## config.mk

```make
export PLATFORM = sky130hd
export DESIGN_NAME = sbspm_top
export DESIGN_NICKNAME = d
export VERILOG_FILES = /design/src/rtl/sbspm_pkg.sv /design/src/rtl/sbspm_bank.sv /design/src/rtl/sbspm_top.sv
export VERILOG_INCLUDE_DIRS = /design/src /design/src/rtl
export SDC_FILE = /design/constraint.sdc
export NUM_CORES = 1
export LEC_CHECK = 0
export BUFFER_PORTS_ARGS = -buffer_cell sky130_fd_sc_hd__buf_2
export CAP_MARGIN = 20
export CELL_PAD_IN_SITES_DETAIL_PLACEMENT = 2
export CELL_PAD_IN_SITES_GLOBAL_PLACEMENT = 2
export CORE_ASPECT_RATIO = 1.2
export CORE_MARGIN = 3
export CORE_UTILIZATION = 40
export CTS_CLUSTER_SIZE = 8
export DETAILED_ROUTE_END_ITERATION = 7
export PLACE_DENSITY = 0.95
export SLEW_MARGIN = 10
export SYNTH_ARGS = -nofsm -noshare
export SYNTH_HDL_FRONTEND = slang
export SYNTH_HIERARCHICAL = 1
export SYNTH_SLANG_ARGS = --single-unit
```

## constraint.sdc

```tcl
create_clock -name ref_clk_i -period 5.7 [get_ports ref_clk_i]
set_input_delay 0.57 -clock ref_clk_i [delete_from_list [all_inputs] [get_ports ref_clk_i]]
set_output_delay 0.57 -clock ref_clk_i [all_outputs]
set_load 0.01 [all_outputs]
```

## src/rtl/sbspm_regs.svh

```systemverilog
`ifndef SBSPM_REGS_SVH
`define SBSPM_REGS_SVH

// ****************************************************************
// Clock rate
// ****************************************************************
`define SBSPM_CLK_PERIOD_NS 50

// ****************************************************************
// Timing figures and their cycle counts (rounded up)
// ****************************************************************
`define SBSPM_ROW_CYCLE_NS 67
`define SBSPM_ROW_CYCLE_CYC \
  ((`SBSPM_ROW_CYCLE_NS + `SBSPM_CLK_PERIOD_NS - 1) / `SBSPM_CLK_PERIOD_NS)
`define SBSPM_PRECHARGE_NS 19
`define SBSPM_PRECHARGE_CYC \
  ((`SBSPM_PRECHARGE_NS + `SBSPM_CLK_PERIOD_NS - 1) / `SBSPM_CLK_PERIOD_NS)
`define SBSPM_SELF_REFRESH_EXIT_CYC 1
`define SBSPM_REFRESH_PERIOD_MS 64
`define SBSPM_REFRESH_ROWS 8192
`define SBSPM_INIT_PAUSE_US 200
`define SBSPM_INIT_PAUSE_CYC \
  ((`SBSPM_INIT_PAUSE_US * 1000 + `SBSPM_CLK_PERIOD_NS - 1) / \
   `SBSPM_CLK_PERIOD_NS)

// ****************************************************************
// Widths
// ****************************************************************
`define SBSPM_BANKS 4
`define SBSPM_TOP_CNT_W 12
`define SBSPM_BANK_CNT_W 4

`endif

```

## src/rtl/sbspm_pkg.sv

```systemverilog
package sbspm_pkg;

  // ****************************************************************
  // Command bus as sampled on the clock edge
  // ****************************************************************
  typedef struct packed {
    logic cke;
    logic cs_n;
    logic ras_n;
    logic cas_n;
    logic we_n;
    logic a10;
    logic [1:0] ba;
  } sbspm_pins_t;

  typedef enum logic [3:0] {
    CMD_DESEL = 4'h0,
    CMD_NOP = 4'h1,
    CMD_ACT = 4'h2,
    CMD_RD = 4'h3,
    CMD_WR = 4'h4,
    CMD_PRE = 4'h5,
    CMD_BST = 4'h6,
    CMD_REF = 4'h7,
    CMD_MRS = 4'h8
  } sbspm_cmd_t;

  // ****************************************************************
  // Bank and device states, Gray along the usual path
  // ****************************************************************
  typedef enum logic [3:0] {
    BANK_IDLE = 4'h0,
    BANK_ACTIVATING = 4'h1,
    BANK_ROW_ACTIVE = 4'h3,
    BANK_READ = 4'h2,
    BANK_WRITE = 4'h6,
    BANK_READ_AP = 4'h7,
    BANK_WRITE_AP = 4'h5,
    BANK_PRECHARGING = 4'h4
  } sbspm_bank_st_t;

  typedef enum logic [3:0] {
    PWR_NORMAL = 4'h0,
    PWR_PRE_PD = 4'h1,
    PWR_ACT_PD = 4'h3,
    PWR_SELF_REF = 4'h2,
    PWR_SREF_EXIT = 4'h6,
    PWR_DEEP_PD = 4'h7,
    PWR_INIT_WAIT = 4'h5,
    PWR_REFRESHING = 4'h4,
    PWR_MODE_REG = 4'hc
  } sbspm_pwr_t;

  // ****************************************************************
  // Per-bank request and state records, and the device-level register record
  // ****************************************************************
  typedef struct packed {
    logic valid;
    logic sel;
    sbspm_cmd_t cmd;
    logic ap;
    logic bst_hit;
    logic intr;
    logic flush;
  } sbspm_bank_req_t;

  typedef struct packed {
    sbspm_bank_st_t st;
    logic [3:0] cnt;
  } sbspm_bank_reg_t;

  typedef struct packed {
    sbspm_pins_t s1;
    sbspm_pins_t s2;
    logic cke_prev;
    sbspm_pwr_t pwr;
    logic [11:0] cnt;
    logic [1:0] last_bank;
    logic last_valid;
    logic taken;
    logic illegal;
    logic bufs_on;
  } sbspm_top_reg_t;

  // Command decode from chip select and the three strobes
  function automatic sbspm_cmd_t sbspm_decode(input sbspm_pins_t p);
    sbspm_cmd_t c;
    c = CMD_DESEL;
    if (!p.cs_n)
    begin
      case ({p.ras_n, p.cas_n, p.we_n})
        3'b111: c = CMD_NOP;
        3'b011: c = CMD_ACT;
        3'b101: c = CMD_RD;
        3'b100: c = CMD_WR;
        3'b010: c = CMD_PRE;
        3'b110: c = CMD_BST;
        3'b001: c = CMD_REF;
        default: c = CMD_MRS;
      endcase
    end
    return c;
  endfunction

endpackage

```

## src/rtl/sbspm_bank.sv

```systemverilog
`timescale 1ns/1ps
`include "sbspm_regs.svh"

module sbspm_bank
  import sbspm_pkg::*;
#(
  parameter int unsigned RCD_CYC = 1,
  parameter int unsigned RP_CYC = `SBSPM_PRECHARGE_CYC,
  parameter int unsigned BURST_LEN = 4
)
(
  // Clock and reset
  input wire logic ref_clk_i,
  input wire logic rst_n_i,
  // Decoded request for this bank
  input wire sbspm_bank_req_t req_i,
  // Bank state
  output sbspm_bank_st_t state_o
);

  sbspm_bank_reg_t q;
  sbspm_bank_reg_t next_q;
  logic hit;
  logic done;

  // Next state of one bank
  always_comb
  begin
    next_q = q;
    hit = req_i.valid && req_i.sel;
    done = (q.cnt == 4'h1);
    if (q.cnt != 4'h0)
    begin
      next_q.cnt = q.cnt - 4'h1;
    end
    case (q.st)
      BANK_IDLE:
      begin
        if (hit && req_i.cmd == CMD_ACT)
        begin
          next_q.st = BANK_ACTIVATING;
          next_q.cnt = 4'(RCD_CYC);
        end
        // precharge on idle is left as a no-op
      end
      BANK_ACTIVATING:
      begin
        // row active once the delay is met
        if (done)
        begin
          next_q.st = BANK_ROW_ACTIVE;
        end
      end
      BANK_ROW_ACTIVE, BANK_READ, BANK_WRITE:
      begin
        // open-row decode, new burst or truncate
        if (hit && (req_i.cmd == CMD_RD || req_i.cmd == CMD_WR))
        begin
          if (req_i.ap)
          begin
            next_q.st = (req_i.cmd == CMD_RD) ? BANK_READ_AP : BANK_WRITE_AP;
            next_q.cnt = 4'(BURST_LEN + RP_CYC);
          end
          else
          begin
            next_q.st = (req_i.cmd == CMD_RD) ? BANK_READ : BANK_WRITE;
            next_q.cnt = 4'(BURST_LEN);
          end
        end
        else if (hit && req_i.cmd == CMD_PRE)
        begin
          next_q.st = BANK_PRECHARGING;
          next_q.cnt = 4'(RP_CYC);
        end
        // terminate only the most recent burst
        else if (q.st != BANK_ROW_ACTIVE && (done || (req_i.valid &&
                 req_i.cmd == CMD_BST && req_i.bst_hit)))
        begin
          next_q.st = BANK_ROW_ACTIVE;
          next_q.cnt = 4'h0;
        end
      end
      BANK_READ_AP, BANK_WRITE_AP:
      begin
        if (done)
        begin
          next_q.st = BANK_IDLE;
        end
        // Another bank's access cuts the burst, precharge begins now
        else if (req_i.valid && req_i.intr)
        begin
          next_q.st = BANK_PRECHARGING;
          next_q.cnt = 4'(RP_CYC);
        end
      end
      BANK_PRECHARGING:
      begin
        if (done)
        begin
          next_q.st = BANK_IDLE;
        end
      end
      default:
      begin
        next_q.st = BANK_IDLE;
        next_q.cnt = 4'h0;
      end
    endcase
    // Deep power-down loses every row
    if (req_i.flush)
    begin
      next_q.st = BANK_IDLE;
      next_q.cnt = 4'h0;
    end
  end

  // State register
  always_ff @(posedge ref_clk_i)
  begin
    if (!rst_n_i)
    begin
      q <= '{st: BANK_IDLE, cnt: 4'h0};
    end
    else
    begin
      q <= next_q;
    end
  end

  assign state_o = q.st;

endmodule

```

## src/rtl/sbspm_top.sv

```systemverilog
`timescale 1ns/1ps
`include "sbspm_regs.svh"

module sbspm_top
  import sbspm_pkg::*;
#(
  parameter int unsigned RCD_CYC = 1,
  parameter int unsigned MRD_CYC = 2,
  parameter int unsigned BURST_LEN = 4
)
(
  // Clock and reset
  input wire logic ref_clk_i,
  input wire logic rst_n_i,
  // Command pins from the memory controller
  input wire sbspm_pins_t pins_i,
  // Bank and power state
  output wire sbspm_bank_st_t [3:0] bank_state_o,
  output sbspm_pwr_t pwr_mode_o,
  // Command outcome and buffer status
  output logic cmd_taken_o,
  output logic cmd_illegal_o,
  output logic bufs_on_o
);

  // ****************************************************************
  // Timing counts
  // ****************************************************************
  localparam int RC_CYC = `SBSPM_ROW_CYCLE_CYC;
  localparam int SREX_CYC = (RC_CYC > `SBSPM_SELF_REFRESH_EXIT_CYC) ?
                            RC_CYC : `SBSPM_SELF_REFRESH_EXIT_CYC;

  sbspm_top_reg_t q;
  sbspm_top_reg_t next_q;
  sbspm_bank_req_t [3:0] req;
  sbspm_bank_st_t [3:0] bst;
  sbspm_cmd_t cmd;
  logic cke_now;
  logic exec;
  logic go;
  logic all_idle;
  logic busy_access;
  logic done;

  // ****************************************************************
  // Bank summaries
  // ****************************************************************
  // Busy access means a burst or timed transition is under way
  always_comb
  begin
    all_idle = 1'b1;
    busy_access = 1'b0;
    for (int b = 0; b < `SBSPM_BANKS; b++)
    begin
      if (bst[b] != BANK_IDLE)
      begin
        all_idle = 1'b0;
      end
      if (bst[b] != BANK_IDLE && bst[b] != BANK_ROW_ACTIVE)
      begin
        busy_access = 1'b1;
      end
    end
  end

  // ****************************************************************
  // Command and power control
  // ****************************************************************
  // Device-level next state; pins are read only after two flops
  always_comb
  begin
    next_q = q;
    // every pin sampled on the rising edge
    next_q.s1 = pins_i;
    next_q.s2 = q.s1;
    next_q.cke_prev = q.s2.cke;
    next_q.taken = 1'b0;
    next_q.illegal = 1'b0;
    cke_now = q.s2.cke;
    cmd = sbspm_decode(q.s2);
    done = (q.cnt == 12'h001);
    go = 1'b0;
    // decode only with enable high on both edges
    exec = (q.pwr == PWR_NORMAL) && q.cke_prev && cke_now;
    if (q.cnt != 12'h000)
    begin
      next_q.cnt = q.cnt - 12'h001;
    end
    case (q.pwr)
      PWR_NORMAL:
      begin
        if (exec)
        begin
          case (cmd)
            // deselect and no-op leave everything running
            CMD_DESEL, CMD_NOP:
            begin
              go = 1'b0;
            end
            // refresh holds the device for the row cycle
            CMD_REF:
            begin
              // refresh with an open bank is flagged
              if (all_idle)
              begin
                next_q.pwr = PWR_REFRESHING;
                next_q.cnt = 12'(RC_CYC);
                next_q.taken = 1'b1;
              end
              else
              begin
                next_q.illegal = 1'b1;
              end
            end
            // mode register set from all idle
            CMD_MRS:
            begin
              if (all_idle)
              begin
                next_q.pwr = PWR_MODE_REG;
                next_q.cnt = 12'(MRD_CYC);
                next_q.taken = 1'b1;
              end
              else
              begin
                next_q.illegal = 1'b1;
              end
            end
            // terminate with no burst started is flagged
            CMD_BST:
            begin
              go = q.last_valid;
              next_q.taken = q.last_valid;
              next_q.illegal = !q.last_valid;
              next_q.last_valid = 1'b0;
            end
            default:
            begin
              go = 1'b1;
              next_q.taken = 1'b1;
              if (cmd == CMD_RD || cmd == CMD_WR)
              begin
                next_q.last_bank = q.s2.ba;
                next_q.last_valid = !q.s2.a10;
              end
            end
          endcase
        end
        else if (q.cke_prev && !cke_now)
        begin
          // refresh code with enable low enters self refresh
          if (cmd == CMD_REF && all_idle)
          begin
            next_q.pwr = PWR_SELF_REF;
            next_q.bufs_on = 1'b0;
          end
          // terminate code with enable low, all idle
          else if (cmd == CMD_BST && all_idle)
          begin
            next_q.pwr = PWR_DEEP_PD;
            next_q.bufs_on = 1'b0;
          end
          // no entry while an access is in progress
          else if (!busy_access)
          begin
            // the variant follows the open rows
            next_q.pwr = all_idle ? PWR_PRE_PD : PWR_ACT_PD;
            next_q.bufs_on = 1'b0;
          end
        end
      end
      PWR_PRE_PD, PWR_ACT_PD:
      begin
        // exit needs enable high with no-op or deselect
        if (cke_now && (cmd == CMD_NOP || cmd == CMD_DESEL))
        begin
          next_q.pwr = PWR_NORMAL;
          next_q.bufs_on = 1'b1;
        end
      end
      PWR_SELF_REF:
      begin
        // hold off decode for the row cycle after exit
        if (cke_now)
        begin
          next_q.pwr = PWR_SREF_EXIT;
          next_q.cnt = 12'(SREX_CYC);
          next_q.bufs_on = 1'b1;
        end
      end
      PWR_DEEP_PD:
      begin
        // leave on enable high, then the init pause
        if (cke_now)
        begin
          next_q.pwr = PWR_INIT_WAIT;
          next_q.cnt = 12'(`SBSPM_INIT_PAUSE_CYC);
          next_q.bufs_on = 1'b1;
        end
      end
      PWR_SREF_EXIT, PWR_INIT_WAIT, PWR_REFRESHING, PWR_MODE_REG:
      begin
        // Commands here are ignored; the controller must send no-ops
        if (done)
        begin
          next_q.pwr = PWR_NORMAL;
        end
      end
      default:
      begin
        next_q.pwr = PWR_NORMAL;
        next_q.cnt = 12'h000;
        next_q.bufs_on = 1'b1;
      end
    endcase
  end

  // ****************************************************************
  // Bank request fan-out
  // ****************************************************************
  always_comb
  begin
    for (int b = 0; b < `SBSPM_BANKS; b++)
    begin
      req[b].valid = go;
      req[b].cmd = cmd;
      req[b].ap = q.s2.a10;
      // address ten widens precharge to every bank
      req[b].sel = (q.s2.ba == 2'(b)) || (cmd == CMD_PRE && q.s2.a10);
      // terminate steered by the last burst bank
      req[b].bst_hit = q.last_valid && (q.last_bank == 2'(b));
      req[b].intr = (cmd == CMD_RD || cmd == CMD_WR) &&
                    (q.s2.ba != 2'(b));
      // banks see nothing while powered down except the wipe
      req[b].flush = (q.pwr == PWR_DEEP_PD);
    end
  end

  for (genvar g = 0; g < `SBSPM_BANKS; g++)
  begin : g_bank
    sbspm_bank #(
      .RCD_CYC(RCD_CYC),
      .RP_CYC(`SBSPM_PRECHARGE_CYC),
      .BURST_LEN(BURST_LEN)
    ) u_bank (
      .ref_clk_i(ref_clk_i),
      .rst_n_i(rst_n_i),
      .req_i(req[g]),
      .state_o(bst[g])
    );
  end

  // State register
  always_ff @(posedge ref_clk_i)
  begin
    if (!rst_n_i)
    begin
      q <= '{s1: '0, s2: '0, cke_prev: 1'b0, pwr: PWR_NORMAL,
             cnt: 12'h000, last_bank: 2'h0, last_valid: 1'b0,
             taken: 1'b0, illegal: 1'b0, bufs_on: 1'b1};
    end
    else
    begin
      q <= next_q;
    end
  end

  assign bank_state_o = bst;
  assign pwr_mode_o = q.pwr;
  assign cmd_taken_o = q.taken;
  assign cmd_illegal_o = q.illegal;
  assign bufs_on_o = q.bufs_on;

  logic entry;
  assign entry = (q.pwr == PWR_NORMAL) && q.cke_prev && !cke_now;
endmodule

```

=== Yosys cells after proc, flatten, opt, wreduce, memory -nomap -nowiden ===
Index checks and enable logic that the tools add are counted.

* Register bits after elaboration: 71
* Memories kept: 0
* Memory bits (read-only): 0
* Output and inout bits: 23
* Memory bits (writable): 0
* Bits in latches: 0
* Input bits: 10

* Order comparisons: 0
* Eq/ne operators: 102
* Multipliers: 0
* Shifts and indexed selects: 0
* Reduce and logical (&&, ||, !) cells: 110
* $add $sub $neg: 5
* Mux-type cells: 96
* Bitwise operators: 4
* Div/mod/pow operators: 0

{| class="wikitable"
|+ Operator list
! operator !! number
|-
| $mux W8 || 21
|-
| $mux W4 || 28
|-
| $pmux W4 S5 || 5
|-
| $eq A4 B3 Y1 const B || 24
|-
| $mux W16 || 4
|-
| $pmux W4 S4 || 4
|-
| $eq A4 B2 Y1 const B || 12
|-
| $logic_and A1 B1 Y1 || 48
|-
| $pmux W12 S4 || 1
|-
| $eq A4 B1 Y1 const B || 10
|-
| $pmux W16 S2 || 1
|-
| $reduce_bool A4 Y1 || 8
|-
| $ne A2 B1 Y1 const B || 14
|-
| $pmux W4 S7 || 1
|-
| $reduce_or A2 Y1 || 13
|-
| $logic_not A4 Y1 || 6
|-
| $reduce_and A5 Y1 || 4
|-
| $mux W1 || 19
|-
| $mux W17 || 1
|-
| $ne A2 B2 Y1 const B || 8
|-
| $ne A4 B1 Y1 const B || 4
|-
| $ne A4 B2 Y1 const B || 4
|-
| $sub A4 B1 Y4 const B || 4
|-
| $eq A12 B1 Y1 const B || 1
|-
| other kinds (32) || 72
|}

=== Depth between registers and ports, before layout ===
* Depth in word-level cells: 16
* Mapped depth: 11
* Gate-level depth less buffers: 10

=== By module ===
The synthesis kept the hierarchy.

{| class="wikitable"
|+ By module, submodules not included
! module !! cells each !! area an instance (um^2) !! instances !! sequential area each (um^2)
|-
| sbspm_bank at g_bank[1].u_bank ... || 104 || 784.5 || 3 || 140.1
|-
| sbspm_top || 251 || 2162.1 || 1 || 780.7
|-
| sbspm_bank at g_bank[0].u_bank || 106 || 725.7 || 1 || 140.1
|}

=== Least setup slack after synthesis ===
No wires, ideal clock.

* Path kind: register to register
* Start point: register q, in the netlist pwr_mode_o[2]
* End point: register g_bank[0].u_bank.q, in the netlist g_bank[0].u_bank/state_o[0]
* Arrival: 3.201 ns
* Stages on the path, launching flop included: 10
* Period minus slack after synthesis: 3.328 ns
* Slack: 2.372 ns
* Setup time: 0.127 ns
* Cells stage by stage: dfxtp_1 > or4_1 > nor3_2 > o21ai_1 > nor2_1 > nand3b_1 > or3_1 > a41o_1 > a311oi_1 > a211oi_1

* Longest elaborated chain between the ends: 11
* Elaborated cells on any way between the ends: 23
* Classes of those cells: eq/ne (4); mux (5); reduce/logical (14)

{| class="wikitable"
|+ RTL lines
! item !! RTL line !! RTL
|-
| start, declared || sbspm_top.sv:33 || <nowiki>sbspm_top_reg_t q;</nowiki>
|-
| start signal, assigned || sbspm_top.sv:258 || <nowiki>q <= '{s1: '0, s2: '0, cke_prev: 1'b0, pwr: PWR_NORMAL,</nowiki>
|-
| start signal, assigned || sbspm_top.sv:264 || <nowiki>q <= next_q;</nowiki>
|-
| $logic_not A4 Y1 (*) || sbspm_top.sv:84, sbspm_top.sv:89 ||
|-
| $logic_and A1 B1 Y1 || - ||
|-
| $logic_and A1 B1 Y1 || sbspm_top.sv:84 || <nowiki>exec = (q.pwr == PWR_NORMAL) && q.cke_prev && cke_now;</nowiki>
|-
| $mux W1 || sbspm_top.sv:92 || <nowiki>if (exec)</nowiki>
|-
| $mux W1 (*) || sbspm_top.sv:89 || <nowiki>case (q.pwr)</nowiki>
|-
| via go || sbspm_top.sv:40 || <nowiki>logic go;</nowiki>
|-
| $logic_and A1 B1 Y1 || sbspm_bank.sv:76 || <nowiki>else if (q.st != BANK_ROW_ACTIVE && (done || (req_i.valid &&</nowiki>
|-
| $logic_and A1 B1 Y1 || sbspm_bank.sv:77 || <nowiki>req_i.cmd == CMD_BST && req_i.bst_hit)))</nowiki>
|-
| $logic_or A1 B1 Y1 || sbspm_bank.sv:76 ||
|-
| $logic_and A1 B1 Y1 || sbspm_bank.sv:76 ||
|-
| $ne A4 B1 Y1 (no source line) || - ||
|-
| $reduce_and A5 Y1 (no source line) || - ||
|-
| end signal, assigned || sbspm_bank.sv:122 || <nowiki>q <= '{st: BANK_IDLE, cnt: 4'h0};</nowiki>
|-
| end signal, assigned || sbspm_bank.sv:126 || <nowiki>q <= next_q;</nowiki>
|-
| end, declared || sbspm_bank.sv:21 || <nowiki>sbspm_bank_reg_t q;</nowiki>
|}

The timed path passes the listed nets; every way through them passes the cells marked *.
A chain may end at the register's enable or synchronous reset.

=== Final worst setup path ===
* Start point: register q, in the netlist pwr_mode_o[0]
* End point: register g_bank[0].u_bank.q, in the netlist g_bank[0].u_bank/state_o[0]

Same word-level chain as after synthesis.

==> metrics.yaml <==
clocking:
  cts_setup_buffers: 0
  numCtsBuffers: 9
  root_buffer: "clkbuf_16"
  cts-hold-fix-buffers: 0
  cts.repair.resized: 0
  clk_latency_ns: 0.35
  h-tree-depth: 3
  cts_tree: "done"
  path_clk_slew_ns: 0.07
  clock_sinks: 67
  cts_buffer_depth: 2
timing:
  worstMarginPinSlew_ns: 0.922
  drv_slew: 0
  fin_worst_skew_ns: 0.00905
  setup-tns-final_ns: 0
  clock.fmax_ghz: 0.287
  setup_violations: 0
  final.min_clock_period_ns: 3.48
  rsz0062_at_grt: "false"
  slew_headroom_pct: 38.5
  fin_crit_sh_pct: 61.1
  finalHoldViolations: 0
synth:
  synth.most_common_cell: "dfxtp_1"
  synth_edf_count: 0
  synth_top_cell_area_share_pct: 25.6
  synth_area_um2: 5240
  syn_nets: 690
  synth_commonest_cells: "dfxtp_1, nand2_1, nor2_1"
  synthTopCellsByArea: "dfxtp_1, a21oi_1, nand2_1"
  synth_seq_cells: 67
  synth.largest_area_cell: "dfxtp_1"
  yosysWarnings: 6
  ys.flop_type: "dfxtp_1"
  syn_inst: 669
  ys_async_sr_fraction_pct: 0
  synth_cell_types: 76
  syn_avg_cell_area_um2: 7.83
  synth_seq_area_share_pct: 25.6
place:
  dp_hpwl_um: 13500
  placed_cell_area_um2: 5350
  port_buffers: 28
  gp_congestion: 0.907
  numPlacedInstances: 820
final_layout:
  fill_cells: 1455
  fin_area_um2: 5690
  multi_input_area_um2: 3510
  instances_no_fill: 836
  final_nets: 688
  drive_above_1_share_pct: 14.6
  final_core_util_pct: 44.7
  n_antenna_cell: 0
  area_delta_synth_final_pct: 8.50
  seq_area_um2: 1340
route:
  wirelength_um: 20200
  drt-pass1-iter-count: 5
  routedWlPerCell_um: 24.2
  drc: 0
  num_vias: 5317
  detail-route-antenna-nets: 0
  drt_iter0_markers: 368
  viasPerCell: 6.36
power:
  p_per_area_nw_per_um2: 361
  power.leakage_nw: 2.23
  vdd_drop_max_uv: 163
setup_path:
  path_max_fanout: 16
  cp_data_required_time_ns: 5.92
  path_class: "flop to flop"
  arrival_ns: 3.70
  startpoint_type: "flop"
  crit_path_end_kind: "flop"
run:
  drv_cap: 0
global_route:
  grt_usage_pct: 27.6
  antenna_found_initial: 0
  grt_pass1_vias: 5906
  grt_max_degree: 36
  grt_overflow_total: 0
  grt_pass1_wl_um: 32700
floorplanning:
  ioPinCount: 33
  die_h_um: 131
  num_rows: 45
  die_area_um2: 14500
  core-area_um2: 12700
  die_w_um: 110
  start_util_pct: 41.2
hold_path:
  hold_class: "primary input to flop"
run_status:
  status: "finished, final reports clean"
## flip-flops by register name (all words and copies together), names as in the netlist
signal and count:
bufs_on_o 1, cke_now 1, cmd_illegal_o 1, cmd_taken_o 1, g_bank.u_bank/q 16, g_bank.u_bank/state_o 12, next_q 8, pwr_mode_o 4
q 23
## final timing paths
kind / from / endpoint / slack, ns / cells past startpoint
setup / recovery: pwr_mode_o[0] / g_bank[0].u_bank/state_o[0] / 2.22 / 10
hold / removal: pins_i[0] / next_q[23] / 0.43 / 2
setup reg to reg: pwr_mode_o[0] / g_bank[0].u_bank/state_o[0] / 2.22 / 10
hold reg to reg: next_q[30] / cke_now / 0.44 / 1
## per-layer routing
metal,global-route usage [%],vias up,wire length [µm]
met5,0,-,0
met4,13.4,0,813
met3,5.11,63,761
met2,49.1,165,10400
met1,31.4,2673,8220
li1,-,2416,-
## where the power goes
part	switching (W)	internal [W]	total (W)	leakage [nW]
Clock	0.000254	0.000392	0.000646	0.163
Sequential	0.0000962	0.000548	0.000644	0.549
Combinational	0.000429	0.000334	0.000763	1.52
Total	0.000779	0.00127	0.00205	2.23
## final cells by class
class | instances | share of cell area (%)
Clock buffer | 9 | 3.96
Timing Repair Buffer | 32 | 2.99
Sequential cell | 67 | 23.6
Multi-Input combinational cell | 522 | 61.7
Inverter | 35 | 2.31
Tap cell | 164 | 3.61
Clock inverter | 7 | 1.87
## through the flow
stage / total power, W / setup slack, ns / hold WS (ns)
global placement: 0.00133 / 2.62 / 0.413
detailed placement: 0.00141 / 2.39 / 0.424
global route: 0.00219 / 1.91 / 0.441
finish: 0.00205 / 2.22 / 0.434
CTS: 0.00207 / 2.18 / 0.431
floorplan: 0.00121 / 2.37 / 0.412
## placed cells by master (no fill, tap or decap), types with 18 or more instances in the layout
cell / synthesis / layout
nor2_1: 54 / 52
dfxtp_1: 67 / 67
nand2_1: 56 / 56
o21ai_0: 32 / 32
nor3_1: 18 / 18
and2_1: 23 / 23
nand3_1: 21 / 21
o31ai_1: 18 / 18
inv_1: 35 / 35
a21oi_1: 44 / 44
buf_2: 11 / 28
## kinds of logic after synthesis
logic type      share of synthesized area (%)
flops                                    25.6
mux                                      2.70
fa+ha+maj                                2.63
simple gates                             32.4
buf+inv                                  7.71
compound gates                           25.5
xor+xnor                                 3.17
other cells                             0.286
## critical path: stages, from the launching register on
cell and delay, ns:
dfxtp_1 0.49, or4_1 0.62, nor3_2 0.23, o21ai_1 0.17, nor2_1 0.13, buf_4 0.27, nand3b_1 0.31, nor2_1 0.38
mux2_2 0.40, a311oi_1 0.27, a211oi_1 0.08
Power figures use the tool's default switching activity.
